--- src/rtl/ssic_pkg.sv ---
// Constants for the serial port interrupt-control block.
// Assumes an APB slave with 32-bit data and word-aligned registers.
//
// Contract
// (RQ1) Hardware reset and the software reset instruction both clear every control-B bit.
// (RQ2) With bit 23 set, a receive exception request is raised while rx full and overrun are set.
// (RQ3) A status read then a receive data read clears the overrun flag and its request.
// (RQ4) With bit 22 set, a transmit exception request is raised while tx empty and underrun are set.
// (RQ5) A status read then writes to every enabled transmitter's data clears underrun and request.
// (RQ6) In network mode with bit 21 set, a request follows the end of each frame's last slot.
// (RQ7) In network mode with bit 20 set, a request comes at the start of each frame's last slot.
// (RQ8) Both last-slot requests are suppressed while the frame divider field is zero.
// (RQ9) Bit 19 with rx full raises a receive request; reading receive data clears full and it.
// (RQ10) Overrun with the exception enable gives the exception request, above the normal one.
// (RQ11) Bit 18 with tx empty raises a transmit request; clearing the bit masks it.
// (RQ12) Writing enabled transmitters' data or the time slot register clears tx empty.
// (RQ13) Underrun with the exception enable gives the exception request, above the normal one.
// (RQ14) In network mode, clearing then setting a tx enable disables it until the next frame.
// (RQ15) A transmitter so disabled holds its serial output pin in high impedance.
// (RQ16) Software waits for tx empty, writes the flags, then writes transmit data.
// (RQ17) Each request is a level held until its clearing condition or its enable is cleared.

package ssic_pkg;

  localparam logic [7:0]  ADDR_CTL_B    = 8'h00;
  localparam logic [7:0]  ADDR_STATUS   = 8'h04;
  localparam logic [7:0]  ADDR_RX_DATA  = 8'h08;
  localparam logic [7:0]  ADDR_TX0      = 8'h0C;
  localparam logic [7:0]  ADDR_TX1      = 8'h10;
  localparam logic [7:0]  ADDR_TX2      = 8'h14;
  localparam logic [7:0]  ADDR_TSLOT    = 8'h18;
  localparam logic [7:0]  ADDR_IRQ_STAT = 8'h1C;
  localparam logic [7:0]  ADDR_IRQ_MASK = 8'h20;
  localparam logic [7:0]  ADDR_FRAME    = 8'h24;

  localparam int          CTL_W         = 24;
  localparam logic [23:0] CTL_RESET     = 24'h000000;
  localparam int          B_RX_EXC_EN   = 23;
  localparam int          B_TX_EXC_EN   = 22;
  localparam int          B_RX_LAST_EN  = 21;
  localparam int          B_TX_LAST_EN  = 20;
  localparam int          B_RX_EN_IRQ   = 19;
  localparam int          B_TX_EN_IRQ   = 18;
  localparam int          B_TX0_EN      = 16;
  localparam int          B_TX1_EN      = 15;
  localparam int          B_TX2_EN      = 14;
  localparam int          B_NET_MODE    = 13;

  // Status register layout
  localparam int          S_RX_FULL     = 0;
  localparam int          S_RX_OVR      = 1;
  localparam int          S_TX_EMPTY    = 2;
  localparam int          S_TX_UND      = 3;

  // Sticky interrupt status / mask layout, one bit per request
  localparam int          IRQ_W         = 6;
  localparam int          I_RX          = 0;
  localparam int          I_RX_EXC      = 1;
  localparam int          I_TX          = 2;
  localparam int          I_TX_EXC      = 3;
  localparam int          I_RX_LAST     = 4;
  localparam int          I_TX_LAST     = 5;

  localparam int          NUM_TX        = 3;
  localparam int          DIV_W         = 5;

endpackage : ssic_pkg

--- src/rtl/ssic_seq_clear.sv ---
// Two-step clear: an arm event followed by completion of a set of actions.
// Assumes i_arm and i_done are single-cycle strobes on i_clk; i_need is a level mask.
`timescale 1ns/1ns
module ssic_seq_clear #(
  parameter int WIDTH = 3
) (
  input  wire logic             i_clk,
  input  wire logic             i_rst,
  input  wire logic             i_arm,
  input  wire logic [WIDTH-1:0] i_need,
  input  wire logic [WIDTH-1:0] i_done,
  output logic                  o_fire
);

  logic             armed_reg;
  logic [WIDTH-1:0] seen_reg;
  logic [WIDTH-1:0] seen_next;

  initial begin
    if (WIDTH < 1) $error("ssic_seq_clear: WIDTH must be at least 1");
  end

  assign seen_next = seen_reg | i_done;
  // Fires on the action that completes the set; a later arm restarts the count
  assign o_fire = armed_reg && ((seen_next & i_need) == i_need) && (i_done != '0);

  always_ff @(posedge i_clk) begin
    if (i_rst || o_fire) begin
      armed_reg <= 1'b0;
      seen_reg  <= '0;
    end else if (i_arm) begin
      armed_reg <= 1'b1;
      seen_reg  <= '0;
    end else if (armed_reg) begin
      seen_reg <= seen_next;
    end
  end

endmodule : ssic_seq_clear

--- src/rtl/ssic_tx_gate.sv ---
// Network-mode re-enable gate for one transmitter and its pin enable.
// Assumes word-end and frame-start strobes from the shifter on i_clk.
`timescale 1ns/1ns
module ssic_tx_gate (
  input  wire logic i_clk,
  input  wire logic i_rst,
  input  wire logic i_net_mode,
  input  wire logic i_en,
  input  wire logic i_word_end,
  input  wire logic i_frame_start,
  output logic      o_active,
  output logic      o_pin_oe
);

  logic en_d_reg;
  logic toggled_reg;
  logic off_reg;

  always_ff @(posedge i_clk) begin
    if (i_rst) begin
      en_d_reg <= 1'b0;
    end else begin
      en_d_reg <= i_en;
    end
  end

  // A clear noted during the word takes effect when that word ends
  always_ff @(posedge i_clk) begin
    if (i_rst || i_frame_start) begin
      toggled_reg <= 1'b0;
    end else if (i_net_mode && en_d_reg && !i_en) begin
      toggled_reg <= 1'b1; // see (RQ14)
    end
  end

  always_ff @(posedge i_clk) begin
    if (i_rst || i_frame_start) begin
      off_reg <= 1'b0; // see (RQ14)
    end else if (toggled_reg && i_word_end) begin
      off_reg <= 1'b1; // see (RQ14)
    end
  end

  assign o_active = i_en && !off_reg;
  always_ff @(posedge i_clk) begin
    if (i_rst) begin
      o_pin_oe <= 1'b0;
    end else begin
      o_pin_oe <= i_en && !(off_reg || (toggled_reg && i_word_end)); // see (RQ15)
    end
  end

endmodule : ssic_tx_gate

--- src/rtl/ssic_irq_ctl.sv ---
// Interrupt enable, flag and request logic for one synchronous serial port.
// Assumes an APB master on i_clk and a shifter that strobes frame and slot events.
`timescale 1ns/1ns
module ssic_irq_ctl #(
  parameter int NUM_TX = ssic_pkg::NUM_TX
) (
  input  wire logic        i_clk,
  input  wire logic        i_rst,
  input  wire logic        i_sw_reset,
  // APB slave
  input  wire logic        i_psel,
  input  wire logic        i_penable,
  input  wire logic        i_pwrite,
  input  wire logic [7:0]  i_paddr,
  input  wire logic [31:0] i_pwdata,
  input  wire logic [3:0]  i_pstrb,
  output logic [31:0]      o_prdata,
  output logic             o_pready,
  output logic             o_pslverr,
  // Shifter events
  input  wire logic        i_rx_word,
  input  wire logic [23:0] i_rx_data,
  input  wire logic        i_tx_load,
  input  wire logic        i_word_end,
  input  wire logic        i_frame_start,
  input  wire logic        i_last_slot_start,
  input  wire logic        i_last_slot_end,
  input  wire logic [4:0]  i_frame_div,
  // Requests to the interrupt controller, held as levels
  output logic             o_rx_req,
  output logic             o_rx_exc_req,
  output logic             o_tx_req,
  output logic             o_tx_exc_req,
  output logic             o_rx_last_req,
  output logic             o_tx_last_req,
  output logic             o_irq,
  output logic [2:0]       o_tx_active,
  output logic [2:0]       o_tx_pin_oe
);

  initial begin
    if (NUM_TX != ssic_pkg::NUM_TX) $error("ssic_irq_ctl: NUM_TX must be 3");
  end

  function automatic logic [31:0] merge_strb(input logic [31:0] old_v,
                                             input logic [31:0] new_v,
                                             input logic [3:0]  strb);
    logic [31:0] r;
    r = old_v;
    for (int b = 0; b < 4; b++) begin
      if (strb[b]) r[8*b +: 8] = new_v[8*b +: 8];
    end
    return r;
  endfunction : merge_strb

  //////////////////////////////////////////////////////////////////////////////
  // APB decode
  //////////////////////////////////////////////////////////////////////////////

  typedef enum logic [1:0] {
    SSIC_IDLE   = 2'b01,
    SSIC_ANSWER = 2'b10
  } ssic_apb_e;

  ssic_apb_e   apb_reg;
  logic        access;
  logic        wr;
  logic        rd;
  logic        mapped;
  logic [23:0] ctl_reg;
  logic [23:0] ctl_next;
  logic [23:0] rx_buf_reg;
  logic [7:0]  tslot_reg;
  logic        rx_full_reg;
  logic        rx_ovr_reg;
  logic        tx_empty_reg;
  logic        tx_und_reg;
  logic [ssic_pkg::IRQ_W-1:0] irq_stat_reg;
  logic [ssic_pkg::IRQ_W-1:0] irq_mask_reg;
  logic [ssic_pkg::IRQ_W-1:0] events;

  // Access phase lasts two cycles: pready comes the edge after the first access cycle
  assign access = i_psel && i_penable && (apb_reg == SSIC_IDLE);
  assign wr     = access && i_pwrite;
  assign rd     = access && !i_pwrite;

  always_comb begin
    case (i_paddr)
      ssic_pkg::ADDR_CTL_B, ssic_pkg::ADDR_STATUS, ssic_pkg::ADDR_RX_DATA,
      ssic_pkg::ADDR_TX0, ssic_pkg::ADDR_TX1, ssic_pkg::ADDR_TX2,
      ssic_pkg::ADDR_TSLOT, ssic_pkg::ADDR_IRQ_STAT, ssic_pkg::ADDR_IRQ_MASK,
      ssic_pkg::ADDR_FRAME: mapped = 1'b1;
      default:              mapped = 1'b0;
    endcase
  end

  always_ff @(posedge i_clk) begin
    if (i_rst) begin
      apb_reg <= SSIC_IDLE;
    end else begin
      case (apb_reg)
        SSIC_IDLE:   if (access) apb_reg <= SSIC_ANSWER;
        SSIC_ANSWER: apb_reg <= SSIC_IDLE;
        default:     apb_reg <= SSIC_IDLE;
      endcase
    end
  end

  always_ff @(posedge i_clk) begin
    if (i_rst) begin
      o_pready  <= 1'b0;
      o_pslverr <= 1'b0;
      o_prdata  <= 32'h00000000;
    end else begin
      o_pready  <= access;
      o_pslverr <= access && !mapped;
      o_prdata  <= 32'h00000000;
      if (rd) begin
        case (i_paddr)
          ssic_pkg::ADDR_CTL_B:    o_prdata <= {8'h00, ctl_reg};
          ssic_pkg::ADDR_STATUS:   o_prdata <= {28'h0000000, tx_und_reg, tx_empty_reg,
                                                rx_ovr_reg, rx_full_reg};
          ssic_pkg::ADDR_RX_DATA:  o_prdata <= {8'h00, rx_buf_reg};
          ssic_pkg::ADDR_TSLOT:    o_prdata <= {24'h000000, tslot_reg};
          ssic_pkg::ADDR_IRQ_STAT: o_prdata <= {26'h0000000, irq_stat_reg};
          ssic_pkg::ADDR_IRQ_MASK: o_prdata <= {26'h0000000, irq_mask_reg};
          ssic_pkg::ADDR_FRAME:    o_prdata <= {27'h0000000, i_frame_div};
          default:                 o_prdata <= 32'h00000000;
        endcase
      end
    end
  end

  //////////////////////////////////////////////////////////////////////////////
  // Control register B
  //////////////////////////////////////////////////////////////////////////////

  assign ctl_next = 24'(merge_strb({8'h00, ctl_reg}, i_pwdata, i_pstrb));

  always_ff @(posedge i_clk) begin
    if (i_rst || i_sw_reset) begin
      ctl_reg <= ssic_pkg::CTL_RESET; // see (RQ1)
    end else if (wr && i_paddr == ssic_pkg::ADDR_CTL_B) begin
      ctl_reg <= ctl_next;
    end
  end

  always_ff @(posedge i_clk) begin
    if (i_rst) begin
      tslot_reg <= 8'h00;
    end else if (wr && i_paddr == ssic_pkg::ADDR_TSLOT && i_pstrb[0]) begin
      tslot_reg <= i_pwdata[7:0];
    end
  end

  //////////////////////////////////////////////////////////////////////////////
  // Transmitter enables and pins
  //////////////////////////////////////////////////////////////////////////////

  logic [2:0] tx_en;
  logic [2:0] tx_active;
  logic [2:0] tx_wr;

  assign tx_en = {ctl_reg[ssic_pkg::B_TX2_EN], ctl_reg[ssic_pkg::B_TX1_EN],
                  ctl_reg[ssic_pkg::B_TX0_EN]};
  assign tx_wr = {wr && i_paddr == ssic_pkg::ADDR_TX2, wr && i_paddr == ssic_pkg::ADDR_TX1,
                  wr && i_paddr == ssic_pkg::ADDR_TX0};

  for (genvar t = 0; t < 3; t++) begin : g_tx
    ssic_tx_gate u_gate (
      .i_clk         (i_clk),
      .i_rst         (i_rst),
      .i_net_mode    (ctl_reg[ssic_pkg::B_NET_MODE]),
      .i_en          (tx_en[t]),
      .i_word_end    (i_word_end),
      .i_frame_start (i_frame_start),
      .o_active      (tx_active[t]),
      .o_pin_oe      (o_tx_pin_oe[t])
    );
  end

  always_ff @(posedge i_clk) begin
    if (i_rst) begin
      o_tx_active <= 3'b000;
    end else begin
      o_tx_active <= tx_active;
    end
  end

  //////////////////////////////////////////////////////////////////////////////
  // Status flags
  //////////////////////////////////////////////////////////////////////////////

  logic stat_rd;
  logic rx_rd;
  logic rx_ovr_clr;
  logic tx_und_clr;
  logic tx_fill;
  logic [2:0] tx_seen_reg;
  logic [2:0] tx_seen_next;

  assign stat_rd = rd && i_paddr == ssic_pkg::ADDR_STATUS;
  assign rx_rd   = rd && i_paddr == ssic_pkg::ADDR_RX_DATA;
  assign tx_seen_next = tx_seen_reg | (tx_wr & tx_en);
  // Empty clears once every enabled transmitter has been written
  assign tx_fill = ((|(tx_wr & tx_en)) && ((tx_seen_next & tx_en) == tx_en))
                   || (wr && i_paddr == ssic_pkg::ADDR_TSLOT);

  always_ff @(posedge i_clk) begin
    if (i_rst || i_tx_load || tx_fill) tx_seen_reg <= 3'b000;
    else tx_seen_reg <= tx_seen_next;
  end

  // Overrun clears on status read then receive data read
  ssic_seq_clear #(.WIDTH(1)) u_rx_clr (
    .i_clk  (i_clk),
    .i_rst  (i_rst),
    .i_arm  (stat_rd),
    .i_need (1'b1),
    .i_done (rx_rd),
    .o_fire (rx_ovr_clr)
  );

  // Underrun clears on status read then writes to all enabled transmitters
  ssic_seq_clear #(.WIDTH(3)) u_tx_clr (
    .i_clk  (i_clk),
    .i_rst  (i_rst),
    .i_arm  (stat_rd),
    .i_need (tx_en),
    .i_done (tx_wr & tx_en),
    .o_fire (tx_und_clr)
  );

  always_ff @(posedge i_clk) begin
    if (i_rst) begin
      rx_full_reg <= 1'b0;
      rx_ovr_reg  <= 1'b0;
      rx_buf_reg  <= 24'h000000;
    end else begin
      if (i_rx_word) begin
        rx_buf_reg  <= i_rx_data;
        rx_full_reg <= 1'b1;
        if (rx_full_reg && !rx_rd) rx_ovr_reg <= 1'b1;
        else if (rx_ovr_clr) rx_ovr_reg <= 1'b0;
      end else begin
        if (rx_rd) rx_full_reg <= 1'b0; // see (RQ9)
        if (rx_ovr_clr) rx_ovr_reg <= 1'b0; // see (RQ3)
      end
    end
  end

  always_ff @(posedge i_clk) begin
    if (i_rst) begin
      tx_empty_reg <= 1'b1;
      tx_und_reg   <= 1'b0;
    end else begin
      // A load that finds the buffer still empty is an underrun; set beats clear
      if (i_tx_load) begin
        tx_empty_reg <= 1'b1;
        if (tx_empty_reg && !tx_fill) tx_und_reg <= 1'b1;
        else if (tx_und_clr) tx_und_reg <= 1'b0;
      end else begin
        if (tx_fill) tx_empty_reg <= 1'b0; // see (RQ12)
        if (tx_und_clr) tx_und_reg <= 1'b0; // see (RQ5)
      end
    end
  end

  //////////////////////////////////////////////////////////////////////////////
  // Requests
  //////////////////////////////////////////////////////////////////////////////

  logic on_demand;
  logic rx_exc;
  logic tx_exc;
  logic last_ok;

  assign on_demand = (i_frame_div == 5'h00);
  assign last_ok   = ctl_reg[ssic_pkg::B_NET_MODE] && !on_demand; // see (RQ8)
  assign rx_exc    = ctl_reg[ssic_pkg::B_RX_EXC_EN] && rx_full_reg && rx_ovr_reg; // see (RQ2)
  assign tx_exc    = ctl_reg[ssic_pkg::B_TX_EXC_EN] && tx_empty_reg && tx_und_reg; // see (RQ4)

  assign events[ssic_pkg::I_RX_EXC]  = rx_exc;
  assign events[ssic_pkg::I_RX]      = ctl_reg[ssic_pkg::B_RX_EN_IRQ] && rx_full_reg && !rx_exc;
  assign events[ssic_pkg::I_TX_EXC]  = tx_exc;
  assign events[ssic_pkg::I_TX]      = ctl_reg[ssic_pkg::B_TX_EN_IRQ] && tx_empty_reg && !tx_exc;
  assign events[ssic_pkg::I_RX_LAST] = last_ok && ctl_reg[ssic_pkg::B_RX_LAST_EN]
                                       && i_last_slot_end;
  assign events[ssic_pkg::I_TX_LAST] = last_ok && ctl_reg[ssic_pkg::B_TX_LAST_EN]
                                       && i_last_slot_start;

  // Levels recomputed each clock, so clearing an enable drops the request on the next clock
  always_ff @(posedge i_clk) begin
    if (i_rst) begin
      o_rx_req     <= 1'b0;
      o_rx_exc_req <= 1'b0;
      o_tx_req     <= 1'b0;
      o_tx_exc_req <= 1'b0;
    end else begin
      o_rx_exc_req <= rx_exc; // see (RQ10)
      o_rx_req     <= events[ssic_pkg::I_RX]; // see (RQ9) (RQ10) (RQ17)
      o_tx_exc_req <= tx_exc; // see (RQ13)
      o_tx_req     <= events[ssic_pkg::I_TX]; // see (RQ11) (RQ13) (RQ17)
    end
  end

  // Last-slot requests are events, held until write-one-clear or until their enable, network mode or a nonzero frame divider goes away
  always_ff @(posedge i_clk) begin
    if (i_rst) begin
      o_rx_last_req <= 1'b0;
      o_tx_last_req <= 1'b0;
    end else begin
      o_rx_last_req <= irq_stat_reg[ssic_pkg::I_RX_LAST] && last_ok
                       && ctl_reg[ssic_pkg::B_RX_LAST_EN]; // see (RQ6) (RQ17)
      o_tx_last_req <= irq_stat_reg[ssic_pkg::I_TX_LAST] && last_ok
                       && ctl_reg[ssic_pkg::B_TX_LAST_EN]; // see (RQ7) (RQ17)
    end
  end

  //////////////////////////////////////////////////////////////////////////////
  // Sticky status, mask and summary interrupt
  //////////////////////////////////////////////////////////////////////////////

  logic [ssic_pkg::IRQ_W-1:0] w1c;

  assign w1c = (wr && i_paddr == ssic_pkg::ADDR_IRQ_STAT && i_pstrb[0]) ?
               i_pwdata[ssic_pkg::IRQ_W-1:0] : '0;

  always_ff @(posedge i_clk) begin
    if (i_rst) begin
      irq_stat_reg <= '0;
    end else begin
      irq_stat_reg <= (irq_stat_reg & ~w1c) | events; // set wins over clear
    end
  end

  always_ff @(posedge i_clk) begin
    if (i_rst) begin
      irq_mask_reg <= '0;
    end else if (wr && i_paddr == ssic_pkg::ADDR_IRQ_MASK && i_pstrb[0]) begin
      irq_mask_reg <= i_pwdata[ssic_pkg::IRQ_W-1:0];
    end
  end

  always_ff @(posedge i_clk) begin
    if (i_rst) begin
      o_irq <= 1'b0;
    end else begin
      o_irq <= |(irq_stat_reg & irq_mask_reg);
    end
  end

endmodule : ssic_irq_ctl

--- config.mk ---
export PLATFORM = sky130hd
export DESIGN_NAME = ssic_irq_ctl
export DESIGN_NICKNAME = d
export VERILOG_FILES = /design/src/rtl/ssic_pkg.sv /design/src/rtl/ssic_seq_clear.sv /design/src/rtl/ssic_tx_gate.sv /design/src/rtl/ssic_irq_ctl.sv
export SDC_FILE = /design/constraint.sdc
export NUM_CORES = 1
export LEC_CHECK = 0
export ABC_AREA = 1
export BUFFER_PORTS_ARGS = -buffer_cell sky130_fd_sc_hd__buf_4
export CAP_MARGIN = 10
export CORE_MARGIN = 2
export CORE_UTILIZATION = 53
export CTS_BUF_LIST = sky130_fd_sc_hd__clkbuf_8
export CTS_CLUSTER_SIZE = 10
export DETAILED_ROUTE_END_ITERATION = 16
export PLACE_DENSITY = 0.77
export SYNTH_ARGS = -nofsm -noshare
export SYNTH_HDL_FRONTEND = slang
export SYNTH_SLANG_ARGS = --single-unit
--- constraint.sdc ---
create_clock -name i_clk -period 2.1 [get_ports i_clk]
set_clock_uncertainty 0.2 [all_clocks]
set_input_delay 0.42 -clock i_clk [delete_from_list [all_inputs] [get_ports i_clk]]
set_output_delay 0.42 -clock i_clk [all_outputs]
set_load 0.03 [all_outputs]
==> qor.csv <==
stage;metric;value;unit
outcome;outcome;complete, no violations;
cts;Num Clock Sinks;130;
finish;most common cell after layout, fill and taps aside;buf_4;
job;max-cap viol count;0;
place;dpl hpwl;9980;um
worst_setup_path;worst reg-to-reg setup slack;0.26;ns
sta;final worst-path cycle share;87.7;%
sta;Slew Viols, Final;0;
finish;Area growth syn-to-layout;27.5;%
finish;final instance area;6580;um2
worst_setup_path;Crit. End Element;flip-flop;
worst_setup_path;worst flop-to-flop path startpoint;apb_reg[0];
global_route;largest net degree at the start of global routing;26;
routing;final wirelength;13600;um
die;row count;36;
power;Final Power;4.89;mW
power;Comb power frac;6.5;%
routing;metal1 wirelength;5940;um
finish;layout cell share with drive strength beyond 1;24.9;%
place;GP Congestion;0.875;
synthesis;Post-synth EDFFs;0;
cts;total CTS buffers;17;
routing;met3 WL post-DR;1070;um
sta;fmax;543;MHz
synthesis;post-synthesis register bit count;130;
sta;Final setup violation count;0;
finish;Finished Core Util;68.6;%
worst_setup_path;startpoint types;flip-flop;
synthesis;Compound-Gate Fraction of Synth Area;15.5;%
worst_hold_path;HP Start;i_rx_data[10];
power;Leakage Power;2.74;nW
finish;Fillers;818;
cts;CTS max path bufs;2;
sta;setup ws final;0.258;ns
synthesis;Post-Synth XOR/XNOR Area;0;%
global_route;vias in the first global route;4422;
power;Cell Pwr Density;743;nW/um2
cts;Clk Latency, worst-skew pair;0.43;ns
finish;Storage cell area;2600;um2
synthesis;Mapped Cells;667;
cts;TritonCTS clock tree;built;
routing;top layer in use;met4;
power;sequential share of power;51.6;%
global_route;initial antenna violation count;0;
synthesis;largest family of logic cells by synthesized area;simple AND/OR/NAND/NOR gates;
synthesis;post-synthesis cell area;5160;um2
sta;Slew HR;50.7;%
routing;vias post-DR;4817;
die;Die Height;103;um
routing;Iter 0 DRT Violations;398;
power;Peak VDD IR;363;uV
power;part of the power in the clock network;41.8;%
die;Starting Density;53.8;%
global_route;Remaining Overflow, GRT;0;
finish;ant diodes;0;
worst_setup_path;launch point of the worst path;apb_reg[0];
die;num ports;132;
routing;ANT nets after route;0;
synthesis;Post-Synth Simple-Gate Area;25.7;%
place;placed cell area;6150;um2
worst_setup_path;Crit Path Max Fanout;24;
synthesis;fraction of synthesized area in multiplexers;0;%
global_route;first-pass GRT wire length;21000;um
finish;final cell count without fillers;939;
die;Core ar.;9590;um2
cts;CTS H-Tree Depth;4;
sta;Hold Vio Cnt, Final;0;
finish;multi-input logic area;2150;um2
cts;Clock transition at path regs;0.07;ns
global_route;Tot GR Track Use;26.1;%
power;internal power;3.79;mW
worst_hold_path;Min-Delay Path Class;in -> reg;
routing;# DRC;0;
finish;fin nets;881;
synthesis;top_reg_cell synth;dfxtp_1;
place;port bufs;114;
sta;Fin Setup TNS;0;ns
worst_setup_path;Req. time, crit path;2.25;ns
synthesis;Yosys top cell area share;50.4;%
synthesis;distinct cell type count after synthesis;39;
finish;most frequent cells in the layout;buf_4 (132), dfxtp_1 (130), nor2_1 (125);
die;Die ar.;10500;um2
power;switch share;22.4;%
sta;Worst Hold Slack;0.0113;ns
synthesis;average cell area after synthesis;7.74;um2
sta;Worst Tran Pin Value;0.733;ns
worst_setup_path;Setup CP Type;reg -> reg;
place;dpl ws;0.0523;ns
synthesis;asr flop ratio synth;0;%
synthesis;sequential share of the synthesized area;50.4;%
routing;vias per inst;5.13;
sta;post-route minimum period;1.84;ns
cts;CTS root buf;clkbuf_8;
synthesis;number of synthesis warnings;0;
synthesis;top post-synthesis cells by area;dfxtp_1 (50%), nor2_1 (9.1%), nand2_1 (7.9%);
routing;routed len/inst;14.4;um
routing;drt pass-1 iters;4;
die;Die X;103;um
synthesis;Yosys top cell by area;dfxtp_1;
power;Psw;1.09;mW
cts;CTS resizes;0;
place;post-placement cell count;905;
routing;DR WL met2;6360;um
synthesis;Synth Area in Adders;0;%
sta;unrepaired setup endpoints after global routing;no;
worst_setup_path;critical path arrival;1.99;ns
==> repair_timing <==
item / 4_1_cts / 5_1_grt
buffers inserted: 0 / 0
endpoints found under the setup margin: 0 / 0
hold buffers: 5 / 0
hold endpoints to repair: 5 / 0
==> layout make-up <==
cell class / count / share of cell area [%]
tap: 133 / 2.53
timing repair buffer: 137 / 15.8
multi-input combinational: 447 / 32.8
sequential: 130 / 39.6
clock buffer: 21 / 4.39
clock inverter: 8 / 1.35
inverter: 63 / 3.59
==> path summary, 6_finish.rpt <==
path,endpoint,cells past startpoint
worst min-delay path,rx_buf_reg[10],3
worst min register to register,o_tx_active[0],1
worst max register to register,o_prdata[23],8
worst max-delay path,o_prdata[23],8
==> cell usage after synthesis, types with 2 or more instances <==
cell        n
nor2_4      7
a21oi_1    41
dfxtp_1   130
a21oi_2    12
nand2_1   109
a31oi_1     5
nor3_1     13
buf_4      12
nand3_1    24
buf_6       2
clkbuf_1   14
o21ai_1     3
nand2_2     5
nor2_1    125
inv_2       5
o22ai_1     3
a31o_2      2
nor4_1      5
a21o_1      3
a221oi_1    3
o21ai_0    59
buf_2       5
nand3_2     5
inv_1      57
nor2_2      3
o21bai_1    2
==> critical path, stage by stage, from the launching register on <==
cell,delay [ns]
dfxtp_1,0.33
inv_1,0.04
nor2_1,0.15
nand2_1,0.11
nor2_1,0.21
inv_1,0.09
nor2_1,0.17
nand2_4,0.25
a21oi_1,0.22
==> power groups by stage <==
| stage | registers, mW | clock network, mW | logic, mW |
|---|---|---|---|
| global route | 2.53 | 2.16 | 0.353 |
| global placement | 2.58 | 0 | 0.303 |
| finish | 2.52 | 2.04 | 0.319 |
| floorplan | 2.58 | 0 | 0.156 |
| detailed placement | 2.58 | 0 | 0.309 |
| CTS | 2.52 | 2.06 | 0.318 |
==> layer usage <==
metal | GRT usage, % | vias up
met1 | 35.4 | 2201
li1 | - | 2402
met4 | 10.5 | 0
met3 | 6.37 | 22
met2 | 40.2 | 192
met5 | 0 | -
==> cells by family after synthesis <==
| kind of cell | count (synthesis) |
|---|---|
| DFF | 130 |
| and+or+nand+nor | 301 |
| buffers and inverters | 97 |
| other | 1 |
| AOI/OAI and AO/OA | 138 |
(Power assumes the default switching activity.)
